<file path="config.mk">
export PLATFORM = sky130hd
export DESIGN_NAME = fps_host
export DESIGN_NICKNAME = d
export VERILOG_FILES = /design/src/fps_pkg.sv /design/src/fps_if.sv /design/src/fps_cycle.sv /design/src/fps_host.sv
export VERILOG_INCLUDE_DIRS = /design/src /design/src/src
export SDC_FILE = /design/constraint.sdc
export NUM_CORES = 1
export LEC_CHECK = 0
export ABC_AREA = 0
export BUFFER_PORTS_ARGS = -buffer_cell sky130_fd_sc_hd__buf_2
export CAP_MARGIN = 20
export CORE_AREA = 2 2 99 101
export DETAILED_ROUTE_END_ITERATION = 6
export DIE_AREA = 0 0 101 103
export SYNTH_ARGS = -nofsm -noshare
export SYNTH_HDL_FRONTEND = slang
export SYNTH_SLANG_ARGS = --single-unit
export TNS_END_PERCENT = 20
</file>
<file path="constraint.sdc">
create_clock -name i_clk -period 3.04 [get_ports i_clk]
set_input_delay 0.608 -clock i_clk [delete_from_list [all_inputs] [get_ports i_clk]]
set_output_delay 0.608 -clock i_clk [all_outputs]
set_load 0.02 [all_outputs]
</file>
<file path="src/fps_defs.svh">
`ifndef FPS_DEFS_SVH
`define FPS_DEFS_SVH
// What this block does
// - Host reads status byte twice first
// - Equal toggle bits mean operation done
// - Still toggling: recheck, then check limit flag
// - Recheck toggling with limit flag set means fail; send reset
// - Leaving polling restarts from first step
// - Host checks completion before limit flag
`define FPS_REG_CTRL 2'h0
`define FPS_REG_STAT 2'h1
`define FPS_REG_ADDR 2'h2
`define FPS_REG_LAST 2'h3
`define FPS_CTRL_START 0
`define FPS_CTRL_ABORT 1
`define FPS_STAT_BUSY 0
`define FPS_STAT_DONE 1
`define FPS_STAT_FAIL 2
`define FPS_STAT_ESTART 3
`define FPS_STAT_RDY 4
`define FPS_BIT_POLL 7
`define FPS_BIT_TOGGLE 6
`define FPS_BIT_LIMIT 5
`define FPS_BIT_ESTART 3
`define FPS_BIT_STOGGLE 2
`define FPS_RESET_CMD 8'hF0
`define FPS_CLK_MHZ 20
`define FPS_T_READ_NS 100
`define FPS_T_READ_CYC ((`FPS_T_READ_NS * `FPS_CLK_MHZ + 999) / 1000)
`endif

</file>
<file path="src/fps_pkg.sv">
package fps_pkg;
  typedef enum logic [6:0] {
    FPS_IDLE = 7'b000_0001,
    FPS_RD1 = 7'b000_0010,
    FPS_RD2 = 7'b000_0100,
    FPS_EVAL = 7'b000_1000,
    FPS_RD3 = 7'b001_0000,
    FPS_RST = 7'b010_0000,
    FPS_FIN = 7'b100_0000
  } fps_state_t;
endpackage : fps_pkg

</file>
<file path="src/fps_if.sv">
`timescale 1ns/1ps
`default_nettype none
interface fps_rd_if;
  logic req;
  logic wr;
  logic [7:0] wdata;
  logic ack;
  logic [7:0] rdata;
  modport ctl (output req, output wr, output wdata, input ack, input rdata);
  modport cyc (input req, input wr, input wdata, output ack, output rdata);
endinterface : fps_rd_if
`default_nettype wire

</file>
<file path="src/fps_cycle.sv">
`timescale 1ns/1ps
`default_nettype none
`include "fps_defs.svh"
module fps_cycle #(
  parameter int CYC = `FPS_T_READ_CYC
) (
  input wire logic i_clk,
  input wire logic i_reset,
  fps_rd_if.cyc bus,
  input wire logic [7:0] i_dq,
  output logic o_ce_n,
  output logic o_oe_n,
  output logic o_we_n,
  output logic [7:0] o_dq,
  output logic o_dq_oe
);
  initial begin
    if (CYC < 1 || CYC > 255) $error("fps_cycle: CYC out of range");
  end
  logic [7:0] cnt_ff;
  logic act_ff;
  logic wr_ff;
  logic [7:0] rdata_ff;
  logic ack_ff;
  wire last = act_ff && (cnt_ff == 8'(CYC - 1));
  // One strobe low period per request, so each read is a distinct device read cycle.
  always_ff @(posedge i_clk) begin
    if (i_reset) begin
      act_ff <= 1'b0;
      cnt_ff <= 8'h00;
      wr_ff <= 1'b0;
      o_dq <= 8'h00;
    end else if (bus.req && !act_ff) begin
      act_ff <= 1'b1;
      cnt_ff <= 8'h00;
      wr_ff <= bus.wr;
      o_dq <= bus.wdata;
    end else if (last) begin
      act_ff <= 1'b0;
    end else if (act_ff) begin
      cnt_ff <= cnt_ff + 8'h01;
    end
  end
  always_ff @(posedge i_clk) begin
    if (i_reset) begin
      ack_ff <= 1'b0;
      rdata_ff <= 8'h00;
    end else begin
      ack_ff <= last;
      if (last && !wr_ff) rdata_ff <= i_dq;
    end
  end
  assign o_ce_n = !act_ff;
  assign o_oe_n = !(act_ff && !wr_ff);
  assign o_we_n = !(act_ff && wr_ff);
  assign o_dq_oe = act_ff && wr_ff;
  assign bus.ack = ack_ff;
  assign bus.rdata = rdata_ff;
endmodule : fps_cycle
`default_nettype wire

</file>
<file path="src/fps_host.sv">
`timescale 1ns/1ps
`default_nettype none
`include "fps_defs.svh"
module fps_host (
  input wire logic i_clk,
  input wire logic i_reset,
  input wire logic [1:0] i_addr,
  input wire logic [31:0] i_wdata,
  input wire logic i_wr,
  input wire logic i_rd,
  output logic [31:0] o_rdata,
  output logic o_ce_n,
  output logic o_oe_n,
  output logic o_we_n,
  output logic [7:0] o_dq,
  output logic o_dq_oe,
  input wire logic [7:0] i_dq,
  input wire logic i_ready_busy_n
);
  fps_rd_if rd ();
  logic ce_n, oe_n, we_n, dq_oe;
  logic [7:0] dq;
  fps_cycle #(.CYC(`FPS_T_READ_CYC)) u_cyc (
    .i_clk(i_clk),
    .i_reset(i_reset),
    .bus(rd.cyc),
    .i_dq(i_dq),
    .o_ce_n(ce_n),
    .o_oe_n(oe_n),
    .o_we_n(we_n),
    .o_dq(dq),
    .o_dq_oe(dq_oe)
  );
  fps_pkg::fps_state_t state_ff, nxt_state;
  logic req_ff, nxt_req;
  logic wr_ff, nxt_wr;
  logic [7:0] first_ff, nxt_first;
  logic [7:0] last_ff, nxt_last;
  logic busy_ff, done_ff, fail_ff, estart_ff;
  logic [7:0] addr_ff;
  logic [31:0] rdata_ff;
  logic rdy_ff;
  logic abort_pend_ff;
  wire start = i_wr && i_addr == `FPS_REG_CTRL && i_wdata[`FPS_CTRL_START];
  wire abort_wr = i_wr && i_addr == `FPS_REG_CTRL && i_wdata[`FPS_CTRL_ABORT];
  // The abort pulse is kept until the poll loop can act on it, since a read may be in flight.
  wire abort = abort_wr || abort_pend_ff;
  wire ack = rd.ack;
  wire [7:0] data = rd.rdata;
  wire toggled = data[`FPS_BIT_TOGGLE] != last_ff[`FPS_BIT_TOGGLE];
  wire limit = data[`FPS_BIT_LIMIT];
  wire [31:0] stat = {27'h000_0000, rdy_ff, estart_ff, fail_ff, done_ff, busy_ff};
  wire [31:0] rd_mux = (i_addr == `FPS_REG_STAT) ? stat :
                       (i_addr == `FPS_REG_ADDR) ? {24'h00_0000, addr_ff} :
                       (i_addr == `FPS_REG_LAST) ? {24'h00_0000, last_ff} : 32'h0000_0000;
  assign rd.req = req_ff;
  assign rd.wr = wr_ff;
  assign rd.wdata = `FPS_RESET_CMD;
  always_comb begin
    nxt_state = state_ff;
    nxt_req = 1'b0;
    nxt_wr = 1'b0;
    nxt_first = first_ff;
    nxt_last = last_ff;
    case (state_ff)
      fps_pkg::FPS_IDLE: begin
        if (start) begin
          nxt_state = fps_pkg::FPS_RD1;
          nxt_req = 1'b1;
        end
      end
      fps_pkg::FPS_RD1: begin
        if (ack) begin
          nxt_first = data;
          nxt_state = fps_pkg::FPS_RD2;
          nxt_req = 1'b1;
        end
      end
      fps_pkg::FPS_RD2: begin
        if (ack) begin
          nxt_last = data;
          nxt_state = fps_pkg::FPS_EVAL;
        end
      end
      fps_pkg::FPS_EVAL: begin
        if (first_ff[`FPS_BIT_TOGGLE] == last_ff[`FPS_BIT_TOGGLE]) begin
          nxt_state = fps_pkg::FPS_FIN;
        end else if (abort) begin
          nxt_state = fps_pkg::FPS_IDLE;
        end else begin
          nxt_first = last_ff;
          nxt_state = fps_pkg::FPS_RD3;
          nxt_req = 1'b1;
        end
      end
      fps_pkg::FPS_RD3: begin
        if (ack) begin
          nxt_last = data;
          if (!toggled) begin
            nxt_state = fps_pkg::FPS_FIN;
          end else if (last_ff[`FPS_BIT_LIMIT] || limit) begin
            nxt_state = fps_pkg::FPS_RST;
            nxt_req = 1'b1;
            nxt_wr = 1'b1;
          end else if (abort) begin
            nxt_state = fps_pkg::FPS_IDLE;
          end else begin
            nxt_req = 1'b1;
          end
        end
      end
      fps_pkg::FPS_RST: begin
        if (ack) nxt_state = fps_pkg::FPS_FIN;
      end
      fps_pkg::FPS_FIN: nxt_state = fps_pkg::FPS_IDLE;
      default: nxt_state = fps_pkg::FPS_IDLE;
    endcase
  end
  always_ff @(posedge i_clk) begin
    if (i_reset) begin
      state_ff <= fps_pkg::FPS_IDLE;
      req_ff <= 1'b0;
      wr_ff <= 1'b0;
      first_ff <= 8'h00;
      last_ff <= 8'h00;
    end else begin
      state_ff <= nxt_state;
      req_ff <= nxt_req;
      wr_ff <= nxt_wr;
      first_ff <= nxt_first;
      last_ff <= nxt_last;
    end
  end
  // Status flags; a new start clears done and fail.
  always_ff @(posedge i_clk) begin
    if (i_reset) begin
      busy_ff <= 1'b0;
      done_ff <= 1'b0;
      fail_ff <= 1'b0;
      estart_ff <= 1'b0;
      addr_ff <= 8'h00;
      rdy_ff <= 1'b0;
      rdata_ff <= 32'h0000_0000;
      abort_pend_ff <= 1'b0;
    end else begin
      if (state_ff == fps_pkg::FPS_IDLE) begin
        abort_pend_ff <= 1'b0;
      end else if (abort_wr) begin
        abort_pend_ff <= 1'b1;
      end
      busy_ff <= nxt_state != fps_pkg::FPS_IDLE;
      rdy_ff <= i_ready_busy_n;
      if (i_wr && i_addr == `FPS_REG_ADDR) addr_ff <= i_wdata[7:0];
      if (state_ff == fps_pkg::FPS_FIN) begin
        done_ff <= 1'b1;
      end else if (start) begin
        done_ff <= 1'b0;
      end
      if (state_ff == fps_pkg::FPS_RST) begin
        fail_ff <= 1'b1;
      end else if (start) begin
        fail_ff <= 1'b0;
      end
      if (ack && !wr_ff) estart_ff <= data[`FPS_BIT_ESTART];
      rdata_ff <= i_rd ? rd_mux : 32'h0000_0000;
    end
  end
  always_ff @(posedge i_clk) begin
    if (i_reset) begin
      o_ce_n <= 1'b1;
      o_oe_n <= 1'b1;
      o_we_n <= 1'b1;
      o_dq <= 8'h00;
      o_dq_oe <= 1'b0;
    end else begin
      o_ce_n <= ce_n;
      o_oe_n <= oe_n;
      o_we_n <= we_n;
      o_dq <= dq;
      o_dq_oe <= dq_oe;
    end
  end
  assign o_rdata = rdata_ff;
endmodule : fps_host
`default_nettype wire

</file>
## Yosys cells after proc, flatten, opt, wreduce, memory -nomap -nowiden

Cells that the tools add are included.

| word-level totals | value |
|---|---|
| bits in writable memories | 0 |
| logic and storage cells | 113 |
| memories kept | 0 |
| register bits after elaboration | 95 |
| output and inout port bits | 44 |
| ROM bits | 0 |
| bits in latches | 0 |

| operators by class | value |
|---|---|
| equal/unequal tests | 17 |
| divide/modulo/power cells | 0 |
| $mul | 0 |
| order comparisons | 0 |
| shift operators | 0 |
| muxes and demuxes | 32 |
| add/subtract/negate cells | 1 |
| reduce and logical (&&, ||, !) cells | 32 |
| bitwise operators | 5 |

Operator list:

| operator | count |
|---|---|
| 7-bit 2-to-1 mux | 12 |
| 7-bit case mux with 6 select lines | 1 |
| 8-bit 2-to-1 mux | 2 |
| 7-bit case mux with 2 select lines | 1 |
| 1-bit 2-to-1 mux | 13 |
| 1-bit logical AND | 10 |
| 5-bit 2-to-1 mux | 2 |
| 8-bit by 1-bit adder with 8-bit output (second input constant) | 1 |
| 8-bit by 1-bit equality test with 1-bit output (second input constant) | 1 |
| 2-bit nonzero test | 4 |
| 2-bit OR reduction | 4 |
| 4-bit OR reduction | 2 |
| 7-bit by 1-bit equality test with 1-bit output (second input constant) | 1 |
| 7-bit by 2-bit equality test with 1-bit output (second input constant) | 1 |
| 7-bit by 3-bit equality test with 1-bit output (second input constant) | 1 |
| 7-bit by 4-bit equality test with 1-bit output (second input constant) | 1 |
| 7-bit by 5-bit equality test with 1-bit output (second input constant) | 1 |
| 7-bit by 6-bit equality test with 1-bit output (second input constant) | 1 |
| 7-bit equality test (second input constant) | 1 |
| 7-bit by 1-bit inequality test with 1-bit output (second input constant) | 1 |
| 1-bit zero test | 5 |
| 1-bit inverter | 5 |
| 2-bit equality test (second input constant) | 2 |
| 2-bit inequality test (second input constant) | 2 |
| 10 further kinds | 12 |

## Depth between registers and ports, before layout

Gate-level depths: netlist (run 1).

| logic depth | value |
|---|---|
| depth after elaboration | 10 |
| mapped depth | 7 |
| gate-level depth less buffers | 6 |

## Hierarchy

A second synthesis (run 1) with hierarchy kept.

| unflattened totals | value |
|---|---|
| cell total of the unflattened synthesis | 371 |
| area total of the unflattened synthesis | 3355.7 um^2 |

By module, submodules not included:

| module | cells each | times used | area each (um^2) |
|---|---|---|---|
| fps_host | 239 | 1 | 2230.9 |
| fps_cycle | 132 | 1 | 1124.8 |

## Worst setup path after synthesis (run 1)

Ideal clock, no wire load.

| timing | value |
|---|---|
| path kind | input port to flip-flop |
| start | input port i_reset |
| end | register state_ff[0] |
| buffers on the path | 0 |
| required time | 2.913 ns |
| setup time | 0.127 ns |
| slack | 1.254 ns |
| data arrival time | 1.659 ns |
| stages | 4 |
| cell sequence | or4b_4 a211oi_2 a21oi_1 or3_1 |

RTL lines:

| item | RTL line | text |
|---|---|---|
| start, declared | fps_host.sv:6 | `input wire logic i_reset,` |
| end signal, assigned | fps_host.sv:121 | `state_ff <= fps_pkg::FPS_IDLE;` |
| end signal, assigned | fps_host.sv:127 | `state_ff <= nxt_state;` |
| end, declared | fps_host.sv:34 | `fps_pkg::fps_state_t state_ff, nxt_state;` |

## Final worst setup path (run 1)

| timing | value |
|---|---|
| start | register u_cyc.cnt_ff[0] |
| end | register u_cyc.rdata_ff[5], in the netlist u_cyc.bus.rdata[5] |

| between the ends | value |
|---|---|
| longest elaborated chain between the ends | 3 |

Ends and longest elaborated chain:

| item | RTL line | text |
|---|---|---|
| start, declared | fps_cycle.sv:20 | `logic [7:0] cnt_ff;` |
| start signal, assigned | fps_cycle.sv:41 | `cnt_ff <= cnt_ff + 8'h01;` |
| 8-bit by 1-bit equality test with 1-bit output | fps_cycle.sv:25 | `wire last = act_ff && (cnt_ff == 8'(CYC - 1));` |
| 1-bit logical AND | fps_cycle.sv:25 |  |
| 1-bit logical AND | fps_cycle.sv:50 | `if (last && !wr_ff) rdata_ff <= i_dq;` |
| end signal, assigned | fps_cycle.sv:50 |  |
| end, declared | fps_cycle.sv:23 | `logic [7:0] rdata_ff;` |

No other way between the ends.
A chain may end at the register's enable or synchronous reset.

==> reports/results.tsv, run 1 <==
stage	metric	value	unit
cts	cts-resized-gates	0	
power	power	1.826	mW
global_route	grt_first_pass_wirelength	9.570	mm
route	drcViolationCount	0	
global_route	grt_usage	0.1169	
setup_path	path_max_fanout	8	
synth	synth_top_cell_by_area	dfxtp_1	
finish	diodes	0	
timing	setup_viol	0	
setup_path	arrival	2.42	ns
floorplanning	num_rows	36	
power	vdd_drop_max	0.0002629	V
timing	tns	0	ns
synth	synth_top_area_frac	0.4078	
run_status	outcome	complete, no violations	
placed_design	place_congestion	0.8542	
setup_path	crit_path_end_kind	flop	
cts	ctsLongestPathBuffers	2	
route	vias	2307	
cts	cts-htree-levels	3	
synth	yosysSeqAreaShare	0.4078	
route	drtPass1Iterations	4	
finish	fin_util	0.3697	
timing	post-route-period-util	0.7234	
synth	syn-cell-area	3191	sq um
setup_path	crit_required	3.26	ns
timing	finalHoldViolCount	0	
setup_path	path_class	reg2reg	
floorplanning	dieArea	10400	sq um
setup_path	startpoint_type	flop	
synth	synth_seq_cells	65	
timing	max-slew-margin-rel	0.5711	
cts	cts_tree	done	
timing	whs	0.4720	ns
floorplanning	die_x	101	microns
floorplanning	die_h	103	microns
finish	multiInputGateArea	1593	sq um
finish	nets	415	
synth	synth-edff-count	0	
timing	rsz0062_at_grt	no	
finish	drive_above_1_share	0.1941	
cts	cts.sinks	65	
cts	cts_made_buffers	9	
finish	regArea	1301	sq um
timing	worst_pin_slew	0.6344	ns
cts	path_clk_slew	0.07	ns
placed_design	io_buffers	38	
timing	drv_slew	0	
route	wire_per_inst	12.52	microns
placed_design	dpl.hpwl	4.337	mm
setup_path	reg2regPathDepth	5	
global_route	grt_pass1_vias	2047	
cts	postCtsSetupBuffers	0	
global_route	grt_max_degree	44	
route	drt_iter0_drc	104	
synth	syn_area_per_cell	9.384	sq um
synth	ys.flop_type	dfxtp_1	
timing	clock.fmax	454.7	MHz
timing	fin_crit	2.199	ns
route	wl	6.070	mm
timing	fin_skew	0.01049	ns
synth	synth_cell_types	54	
cts	ctsRootBufferMaster	clkbuf_8	
placed_design	place_ws	0.7675	ns
run	cap_violations	0	
route	via_per_inst	4.757	
finish	layout_common_cells	dfxtp_1 (65), nor2_1 (47), buf_2 (38), mux2i_1 (29), conb_1 (28)	
floorplanning	coreArea	9459	sq um
timing	worst_slack	0.8409	ns
global_route	gr-total-overflow	0	
synth	synth.area.top_cells	dfxtp_1 (41%), mux2i_1 (9.1%), buf_4 (7.5%)	
cts	insertion_delay	0.34	ns
min_path	hold_path.class	reg2reg	
power	cellPowerDensity	522.1	nW/um^2
floorplanning	ioPinCount	91	
synth	yosysWarnings	0	
cts	hold_buffers	0	
route	postRouteAntennaNets	0	
synth	synth-async-reset-ratio	0	
finish	layout_commonest_cell	dfxtp_1	
finish	fillers	958	
synth	synthCells	340	
floorplanning	initial_core_util	0.3373	
global_route	grt_antenna_before_repair	0	
min_path	min_delay_path_depth	2	
finish	syn_to_final_growth	9.608	%
power	power.leakage	1.436	nW
[path summary, 6_finish.rpt]
check	startpoint	to	slack [ns]
worst max-delay path	u_cyc.cnt_ff[0]	u_cyc.bus.rdata[5]	0.84
worst min-delay path	u_cyc.o_dq[4]	u_cyc.o_dq[4]	0.47
worst max register to register	u_cyc.cnt_ff[0]	u_cyc.bus.rdata[5]	0.84
worst min register to register	u_cyc.o_dq[4]	u_cyc.o_dq[4]	0.47
[metrics by stage]
step | cells | area [sq um]
after detailed placement | 469 | 3261
final | 485 | 3497
after CTS | 485 | 3497
after global placement | 469 | 3261
after floorplan | 367 | 3292
after global routing | 485 | 3497
[cells in the mapped netlist (5+ instances only)]
library cell,count
clkbuf_1,8
a211oi_1,6
o21ai_0,6
nor2b_1,8
buf_4,32
nor2_1,47
nor3_1,5
nand2b_1,20
xor2_1,5
or3_1,6
a22oi_1,5
inv_1,5
nand2_1,8
dfxtp_1,65
mux2i_1,29
buf_6,5
mux2_2,5
a21oi_1,12
buf_2,5
[report_power, final]
| group | total, mW | internal (mW) | switching, mW |
|---|---|---|---|
| Combinational | 0.109 | 0.0360 | 0.0729 |
| Sequential | 0.866 | 0.859 | 0.00699 |
| Clock | 0.851 | 0.511 | 0.340 |
[routing by layer]
| metal | global-route usage | part of all wire |
|---|---|---|
| met4 | 0.04782 | 0.019 |
| met2 | 0.1769 | 0.45 |
| met3 | 0.02915 | 0.037 |
| met1 | 0.1596 | 0.49 |
| met5 | 0 | 0 |
[kinds of logic after synthesis]
family                   Yosys count  share of synthesized area
flip-flops                        65                     0.4078
XOR/XNOR                           9                    0.02470
AO/OA/AOI/OAI                     40                    0.08353
adder cells (fa/ha/maj)            2                   0.007842
multiplexers                      35                     0.1122
other                              1                   0.001175
buffers and inverters             57                     0.1247
AND/OR/NAND/NOR                  131                     0.2380
[flip-flops by register name, indices dropped and copies added, names as in the netlist, 7 cells and up]
signal and flops:
state_ff 7, last_ff 8, u_cyc.cnt_ff 8, addr_ff 8, u_cyc.bus.rdata 8, o_rdata 8
[critical path, cell delays in order, from the launching register on]
cell and delay [ns]:
dfxtp_1 0.39, ha_1 0.18, nor4b_1 0.53, nand4b_1 0.60
mux2i_1 0.32, nor2_1 0.05
[final cells by class]
class,count,share of cell area
Clock buffer,11,0.04329
Clock inverter,5,0.02433
Sequential cell,65,0.3721
Multi-Input combinational cell,245,0.4555
Timing Repair Buffer,40,0.05868
Inverter,5,0.005367
Tap cell,114,0.04079
Note: power is estimated with default switching activity, not from simulation.
==> inputs of run 2 (changes only) <==
clock period = 2 ns   (was 3.04 ns; I/O delays follow)
==> run 2 against run 1 <==
Compared with the run above:
- utilization rose by 0.13 points
- design area rose by 0.36%
- flip-flop and latch count did not move
- first-iteration DRC count fell by 29%
- register-to-register slack got worse by 0.76 ns
- fmax rose by 15%
- die area did not move
- combinational power rose by 56%
- setup slack got worse by 0.76 ns
- clock skew barely moved
- highest routed layer unchanged
==> reports/results.tsv, run 2 (synthesized netlist as in run 1, its figures left out) <==
stage	metric	value	unit	change
run_status	outcome	complete, no violations		
timing	finalHoldViolCount	0		unchanged
cts	cts.sinks	65		unchanged
power	power	2.611	mW	+43%
global_route	grt_max_degree	45		+2.3%
finish	final_area	3510	sq um	+0.36%
timing	fin_skew	0.01034	ns	-0.0001587 ns
timing	drv_slew	0		unchanged
setup_path	r2r-start	state_ff[0]		
finish	fin_util	0.3710		+0.001323
route	via_per_inst	4.749		-0.16%
setup_path	crit_path_end_kind	flop		
min_path	worstHoldEndpoint	rdy_ff		
timing	whs	0.2612	ns	-0.2108 ns
timing	tns	0	ns	unchanged
global_route	gr-total-overflow	0		unchanged
route	vias	2327		+0.87%
cts	insertion_delay	0.34	ns	about the same
timing	worst_pin_slew	0.5498	ns	-0.08464 ns
power	cellPowerDensity	743.8	nW/um^2	+42%
cts	ctsRootBufferMaster	clkbuf_8		
power	swShare	0.2528		+0.02287
finish	nets	420		+1.2%
setup_path	r2r-end	first_ff[6]		
floorplanning	die_h	103	microns	unchanged
min_path	hold_path.class	in2reg		
setup_path	path_class	reg2reg		
setup_path	cp.depth	4		-1
power	p_sw	0.6599	mW	+57%
cts	cts-htree-levels	3		unchanged
power	power.leakage	1.448	nW	+0.87%
timing	setup_viol	0		unchanged
floorplanning	dieArea	10400	sq um	unchanged
floorplanning	die_x	101	microns	unchanged
route	drt_iter0_drc	74		-29%
floorplanning	ioPinCount	91		unchanged
run	cap_violations	0		unchanged
timing	max-slew-margin-rel	0.6324		+0.06128
global_route	grt_antenna_before_repair	0		unchanged
placed_design	place_inst	474		+1.1%
timing	rsz0062_at_grt	no		
placed_design	place_ws	0.08413	ns	-0.6834 ns
finish	final_cells	490		+1.0%
global_route	grt_pass1_vias	2024		-1.1%
setup_path	arrival	2.14	ns	-0.28 ns
cts	cts_made_buffers	9		unchanged
route	postRouteAntennaNets	0		unchanged
route	drcViolationCount	0		unchanged
placed_design	dpl.hpwl	4.475	mm	+3.2%
floorplanning	coreArea	9459	sq um	unchanged
power	clockPowerShare	0.431		-0.035
global_route	grt_usage	0.1203		+0.003405
cts	cts_tree	done		
placed_design	io_buffers	38		unchanged
finish	layout_common_cells	dfxtp_1 (64), nor2_1 (47), buf_2 (38), mux2i_1 (29), conb_1 (28)		
setup_path	crit_buf_inv	0		unchanged
setup_path	path_max_fanout	12		+4
power	power.internal	1.951	mW	+39%
setup_path	crit_required	2.22	ns	-1.04 ns
floorplanning	initial_core_util	0.3373		unchanged
placed_design	place_congestion	0.8975		+5.1%
min_path	min_from	i_ready_busy_n		
setup_path	startpoint_type	flop		
route	wl	6.220	mm	+2.5%
route	wire_per_inst	12.69	microns	+1.4%
finish	diodes	0		unchanged
min_path	min_delay_path_depth	2		unchanged
setup_path	slowest_stage	or4b_4		
setup_path	crit_path_cell_trace	or4b_4, nor4_4, a2bb2oi_1, mux2_1		
cts	ctsLongestPathBuffers	2		unchanged
placed_design	place_area	3298	sq um	+1.2%
setup_path	slowest_delay	0.61	ns	about the same
setup_path	reg2regPathDepth	4		-1
timing	post-route-period-util	0.9590		+0.2356
finish	syn_to_final_growth	10.00	%	
global_route	grt_first_pass_wirelength	9.660	mm	+0.94%
cts	path_clk_slew	0.08	ns	about the same
power	seq_power_share	0.504		+0.029
cts	hold_buffers	0		unchanged
timing	fin_crit	1.918	ns	-0.2812 ns
power	vdd_drop_max	0.0002847	V	+8.3%
timing	clock.fmax	521.4	MHz	+15%
finish	drive_above_1_share	0.2101		+0.01604
setup_path	r2r_setup_slack	0.08	ns	-0.76 ns
timing	worst_slack	0.08210	ns	-0.7588 ns
floorplanning	num_rows	36		unchanged
route	drtPass1Iterations	4		unchanged
power	comb_power_share	0.065		+0.005
setup_path	crit_family	simple AND/OR/NAND/NOR gates		
finish	layout_commonest_cell	dfxtp_1		
-- run 2: cell type report --
| class | instances | area (sq um) |
|---|---|---|
| timing repair buffer | 45 | 242.7 |
| fill | 985 | 5949 |
| multi-input combinational | 245 | 1599 |
| clock inverter | 7 | 80.08 |
| sequential | 65 | 1303 |
| clock buffer | 9 | 123.9 |
| inverter | 5 | 18.77 |
| tap | 114 | 142.6 |
-- run 2: repair_timing --
item	in CTS	in global routing
resized for setup	0	2
endpoints found under the setup margin	0	8
setup buffers	0	0
-- run 2: metal layers --
layer | GRT usage | share of wire | wire length (microns) | vias to the layer above
met1 | 0.1624 | 0.48 | 3009 | 1086
met4 | 0.06549 | 0.017 | 105 | 0
met5 | 0 | 0 | 0 | -
met2 | 0.1769 | 0.46 | 2873 | 56
li1 | - | - | - | 1174
met3 | 0.02915 | 0.037 | 232 | 11
-- run 2: how the worst max path moves through the flow --
stage	slack (ns)	startpoint	endpoint
after global placement	0.14	state_ff[4]	state_ff[0]
final	0.08	state_ff[0]	first_ff[6]
after detailed placement	0.08	state_ff[4]	first_ff[6]
after CTS	0.07	state_ff[4]	first_ff[6]
after global routing	0.02	state_ff[2]	last_ff[2]
after floorplan	0.35	state_ff[3]	state_ff[0]
-- run 2: power groups by stage --
stage	clock network, mW	registers (mW)	logic (mW)
floorplan	0	1.34	0.174
global placement	0	1.35	0.167
detailed placement	0	1.35	0.169
CTS	1.17	1.32	0.169
global route	1.22	1.32	0.186
finish	1.12	1.32	0.170
==> inputs of run 3 (changes only) <==
BUFFER_PORTS_ARGS = -buffer_cell sky130_fd_sc_hd__clkbuf_2   (was -buffer_cell sky130_fd_sc_hd__buf_2)
CORE_AREA = 2 2 81 122   (was 2 2 99 101)
DIE_AREA = 0 0 83 124   (was 0 0 101 103)
==> run 3 against run 2 <==
Compared with the run above:
- clock skew shrank 0.0050 ns
- flip-flop and latch count is the same
- critical path depth is the same
- sequential power is essentially flat
- largest cell class unchanged
- largest power group unchanged
==> reports/results.tsv, run 3 (synthesized netlist as in run 1, its figures left out) <==
stage	metric	value	unit	change
placed_design	place_ws	0.1780	ns	+0.09387 ns
floorplanning	dieArea	10290	sq um	-1.1%
power	power.internal	2.175	mW	+11%
floorplanning	ioPinCount	91		unchanged
power	seq_power_share	0.470		-0.034
finish	layout_commonest_cell	dfxtp_1		
setup_path	r2r-end	first_ff[6]		
cts	cts-resized-gates	0		unchanged
min_path	worstHoldEndpoint	rdy_ff		
finish	final_area	3587	sq um	+2.2%
route	drt_iter0_drc	130		+76%
timing	max-slew-margin-rel	0.6308		-0.001584
route	wl_met1	2.632	mm	-13%
global_route	grt_antenna_before_repair	0		unchanged
cts	ctsRootBufferMaster	clkbuf_16		
global_route	grt_max_degree	42		-6.7%
finish	diodes	0		unchanged
floorplanning	die_h	124	microns	+20%
timing	post-route-period-util	0.9316		-0.02736
finish	fin_util	0.3899		+0.01888
setup_path	arrival	2.08	ns	-0.06 ns
setup_path	r2r_setup_slack	0.14	ns	+0.05 ns
setup_path	startpoint_type	flop		
cts	cts_made_buffers	9		unchanged
min_path	hold_path.class	in2reg		
route	drcViolationCount	0		unchanged
setup_path	r2r-start	state_ff[3]		
timing	worst_pin_slew	0.5522	ns	+0.002368 ns
min_path	min_delay_path_depth	2		unchanged
power	p_sw	0.6333	mW	-4.0%
power	comb_power_share	0.063		-0.002
finish	multiInputGateArea	1593	sq um	-0.39%
floorplanning	initial_core_util	0.3468		+0.009496
route	wl_met3	253	microns	+9.1%
setup_path	path_class	reg2reg		
setup_path	reg2regPathDepth	4		unchanged
finish	regArea	1301	sq um	about the same
power	clockPowerShare	0.467		+0.036
route	top_layer	met4		
route	wire_per_inst	13.62	microns	+7.3%
finish	drive_above_1_share	0.2084		-0.001663
finish	nets	427		+1.7%
floorplanning	coreArea	9200	sq um	-2.7%
min_path	min_from	i_ready_busy_n		
cts	path_clk_slew	0.05	ns	-0.03 ns
power	power.leakage	1.498	nW	+3.4%
cts	ctsLongestPathBuffers	2		unchanged
global_route	grt_usage	0.1345		+0.01414
route	vias	2380		+2.3%
global_route	gr-total-overflow	0		unchanged
cts	hold_buffers	0		unchanged
route	wl	6.687	mm	+7.5%
timing	drv_slew	0		unchanged
timing	rsz0062_at_grt	no		
global_route	grt_first_pass_wirelength	10.87	mm	+13%
power	swShare	0.2255		-0.02727
cts	cts_tree	done		
placed_design	place_inst	479		+1.1%
run	cap_violations	0		unchanged
timing	worst_slack	0.1368	ns	+0.05472 ns
placed_design	io_buffers	38		unchanged
route	via_per_inst	4.847		+2.1%
cts	cts.sinks	65		unchanged
cts	cts-htree-levels	3		unchanged
setup_path	crit_required	2.21	ns	about the same
cts	insertion_delay	0.33	ns	about the same
floorplanning	die_x	83	microns	-18%
timing	fin_skew	0.005360	ns	-0.004976 ns
timing	tns	0	ns	unchanged
run_status	outcome	complete, no violations		
global_route	grt_pass1_vias	2303		+14%
finish	fillers	932		-5.4%
timing	fin_crit	1.863	ns	-0.05472 ns
timing	finalHoldViolCount	0		unchanged
placed_design	dpl.hpwl	4.970	mm	+11%
placed_design	place_area	3348	sq um	+1.5%
floorplanning	num_rows	43		+19%
power	cellPowerDensity	782.9	nW/um^2	+5.2%
finish	final_cells	491		+0.20%
setup_path	crit_path_end_kind	flop		
setup_path	path_max_fanout	8		-4
placed_design	place_congestion	0.8601		-4.2%
route	wl_met2	3.646	mm	+27%
cts	postCtsSetupBuffers	0		unchanged
finish	layout_common_cells	dfxtp_1 (65), nor2_1 (47), clkbuf_2 (38), mux2i_1 (29), conb_1 (28)		
timing	clock.fmax	536.7	MHz	+2.9%
power	vdd_drop_max	0.0004322	V	+52%
route	postRouteAntennaNets	0		unchanged
timing	setup_viol	0		unchanged
route	drtPass1Iterations	4		unchanged
finish	syn_to_final_growth	12.43	%	
-- run 3: changes by cell type in the layout (fill, tap and decap cells not counted), moves of 3 or more --
cell,previous run,this run
buf_4,7,14
clkbuf_8,9,0
clkbuf_16,0,9
clkinv_4,3,0
clkbuf_2,0,38
buf_2,38,0
-- run 3: per-stage QoR --
stage	total power, mW	hold WS (ns)
2_1_floorplan	1.518	0.4323
3_3_place_gp	1.520	0.4493
3_5_place_dp	1.522	0.4563
4_1_cts	2.841	0.2946
5_1_grt	2.909	0.2986
6_report	2.808	0.2960
-- run 3: worst max-delay path by stage --
stage / cells past startpoint / to / slack (ns) / from
global placement: 4 / first_ff[6] / 0.18 / state_ff[3]
CTS: 4 / first_ff[6] / 0.15 / state_ff[3]
detailed placement: 4 / first_ff[6] / 0.18 / state_ff[3]
global route: 5 / busy_ff / 0.03 / state_ff[3]
floorplan: 5 / state_ff[0] / 0.35 / state_ff[3]
finish: 4 / first_ff[6] / 0.14 / state_ff[3]
-- run 3: worst max-delay path: stages (launching register included) --
cell	delay, ns
dfxtp_1	0.50
or4b_4	0.55
nor4_4	0.27
a2bb2oi_1	0.11
mux2_1	0.32
-- run 3: final cells by class --
class,instances,share of cell area
multi-input cells,245,0.4440
well taps,112,0.03907
clock inverters,2,0.002790
repair buffers,52,0.08232
flip-flops and latches,65,0.3627
inverters,5,0.005232
clock buffers,10,0.06383
-- run 3: power by group through the flow --
stage	Sequential [mW]	Combinational, mW	Clock (mW)
floorplan	1.34	0.174	0
global placement	1.35	0.175	0
finish	1.32	0.176	1.31
CTS	1.32	0.176	1.35
global route	1.32	0.192	1.40
detailed placement	1.35	0.175	0
-- run 3: routing by layer --
layer / GRT usage / vias up
li1: - / 1192
met1: 0.1293 / 1116
met2: 0.2576 / 59
met3: 0.03313 / 13
met4: 0.08094 / 0
met5: 0 / -
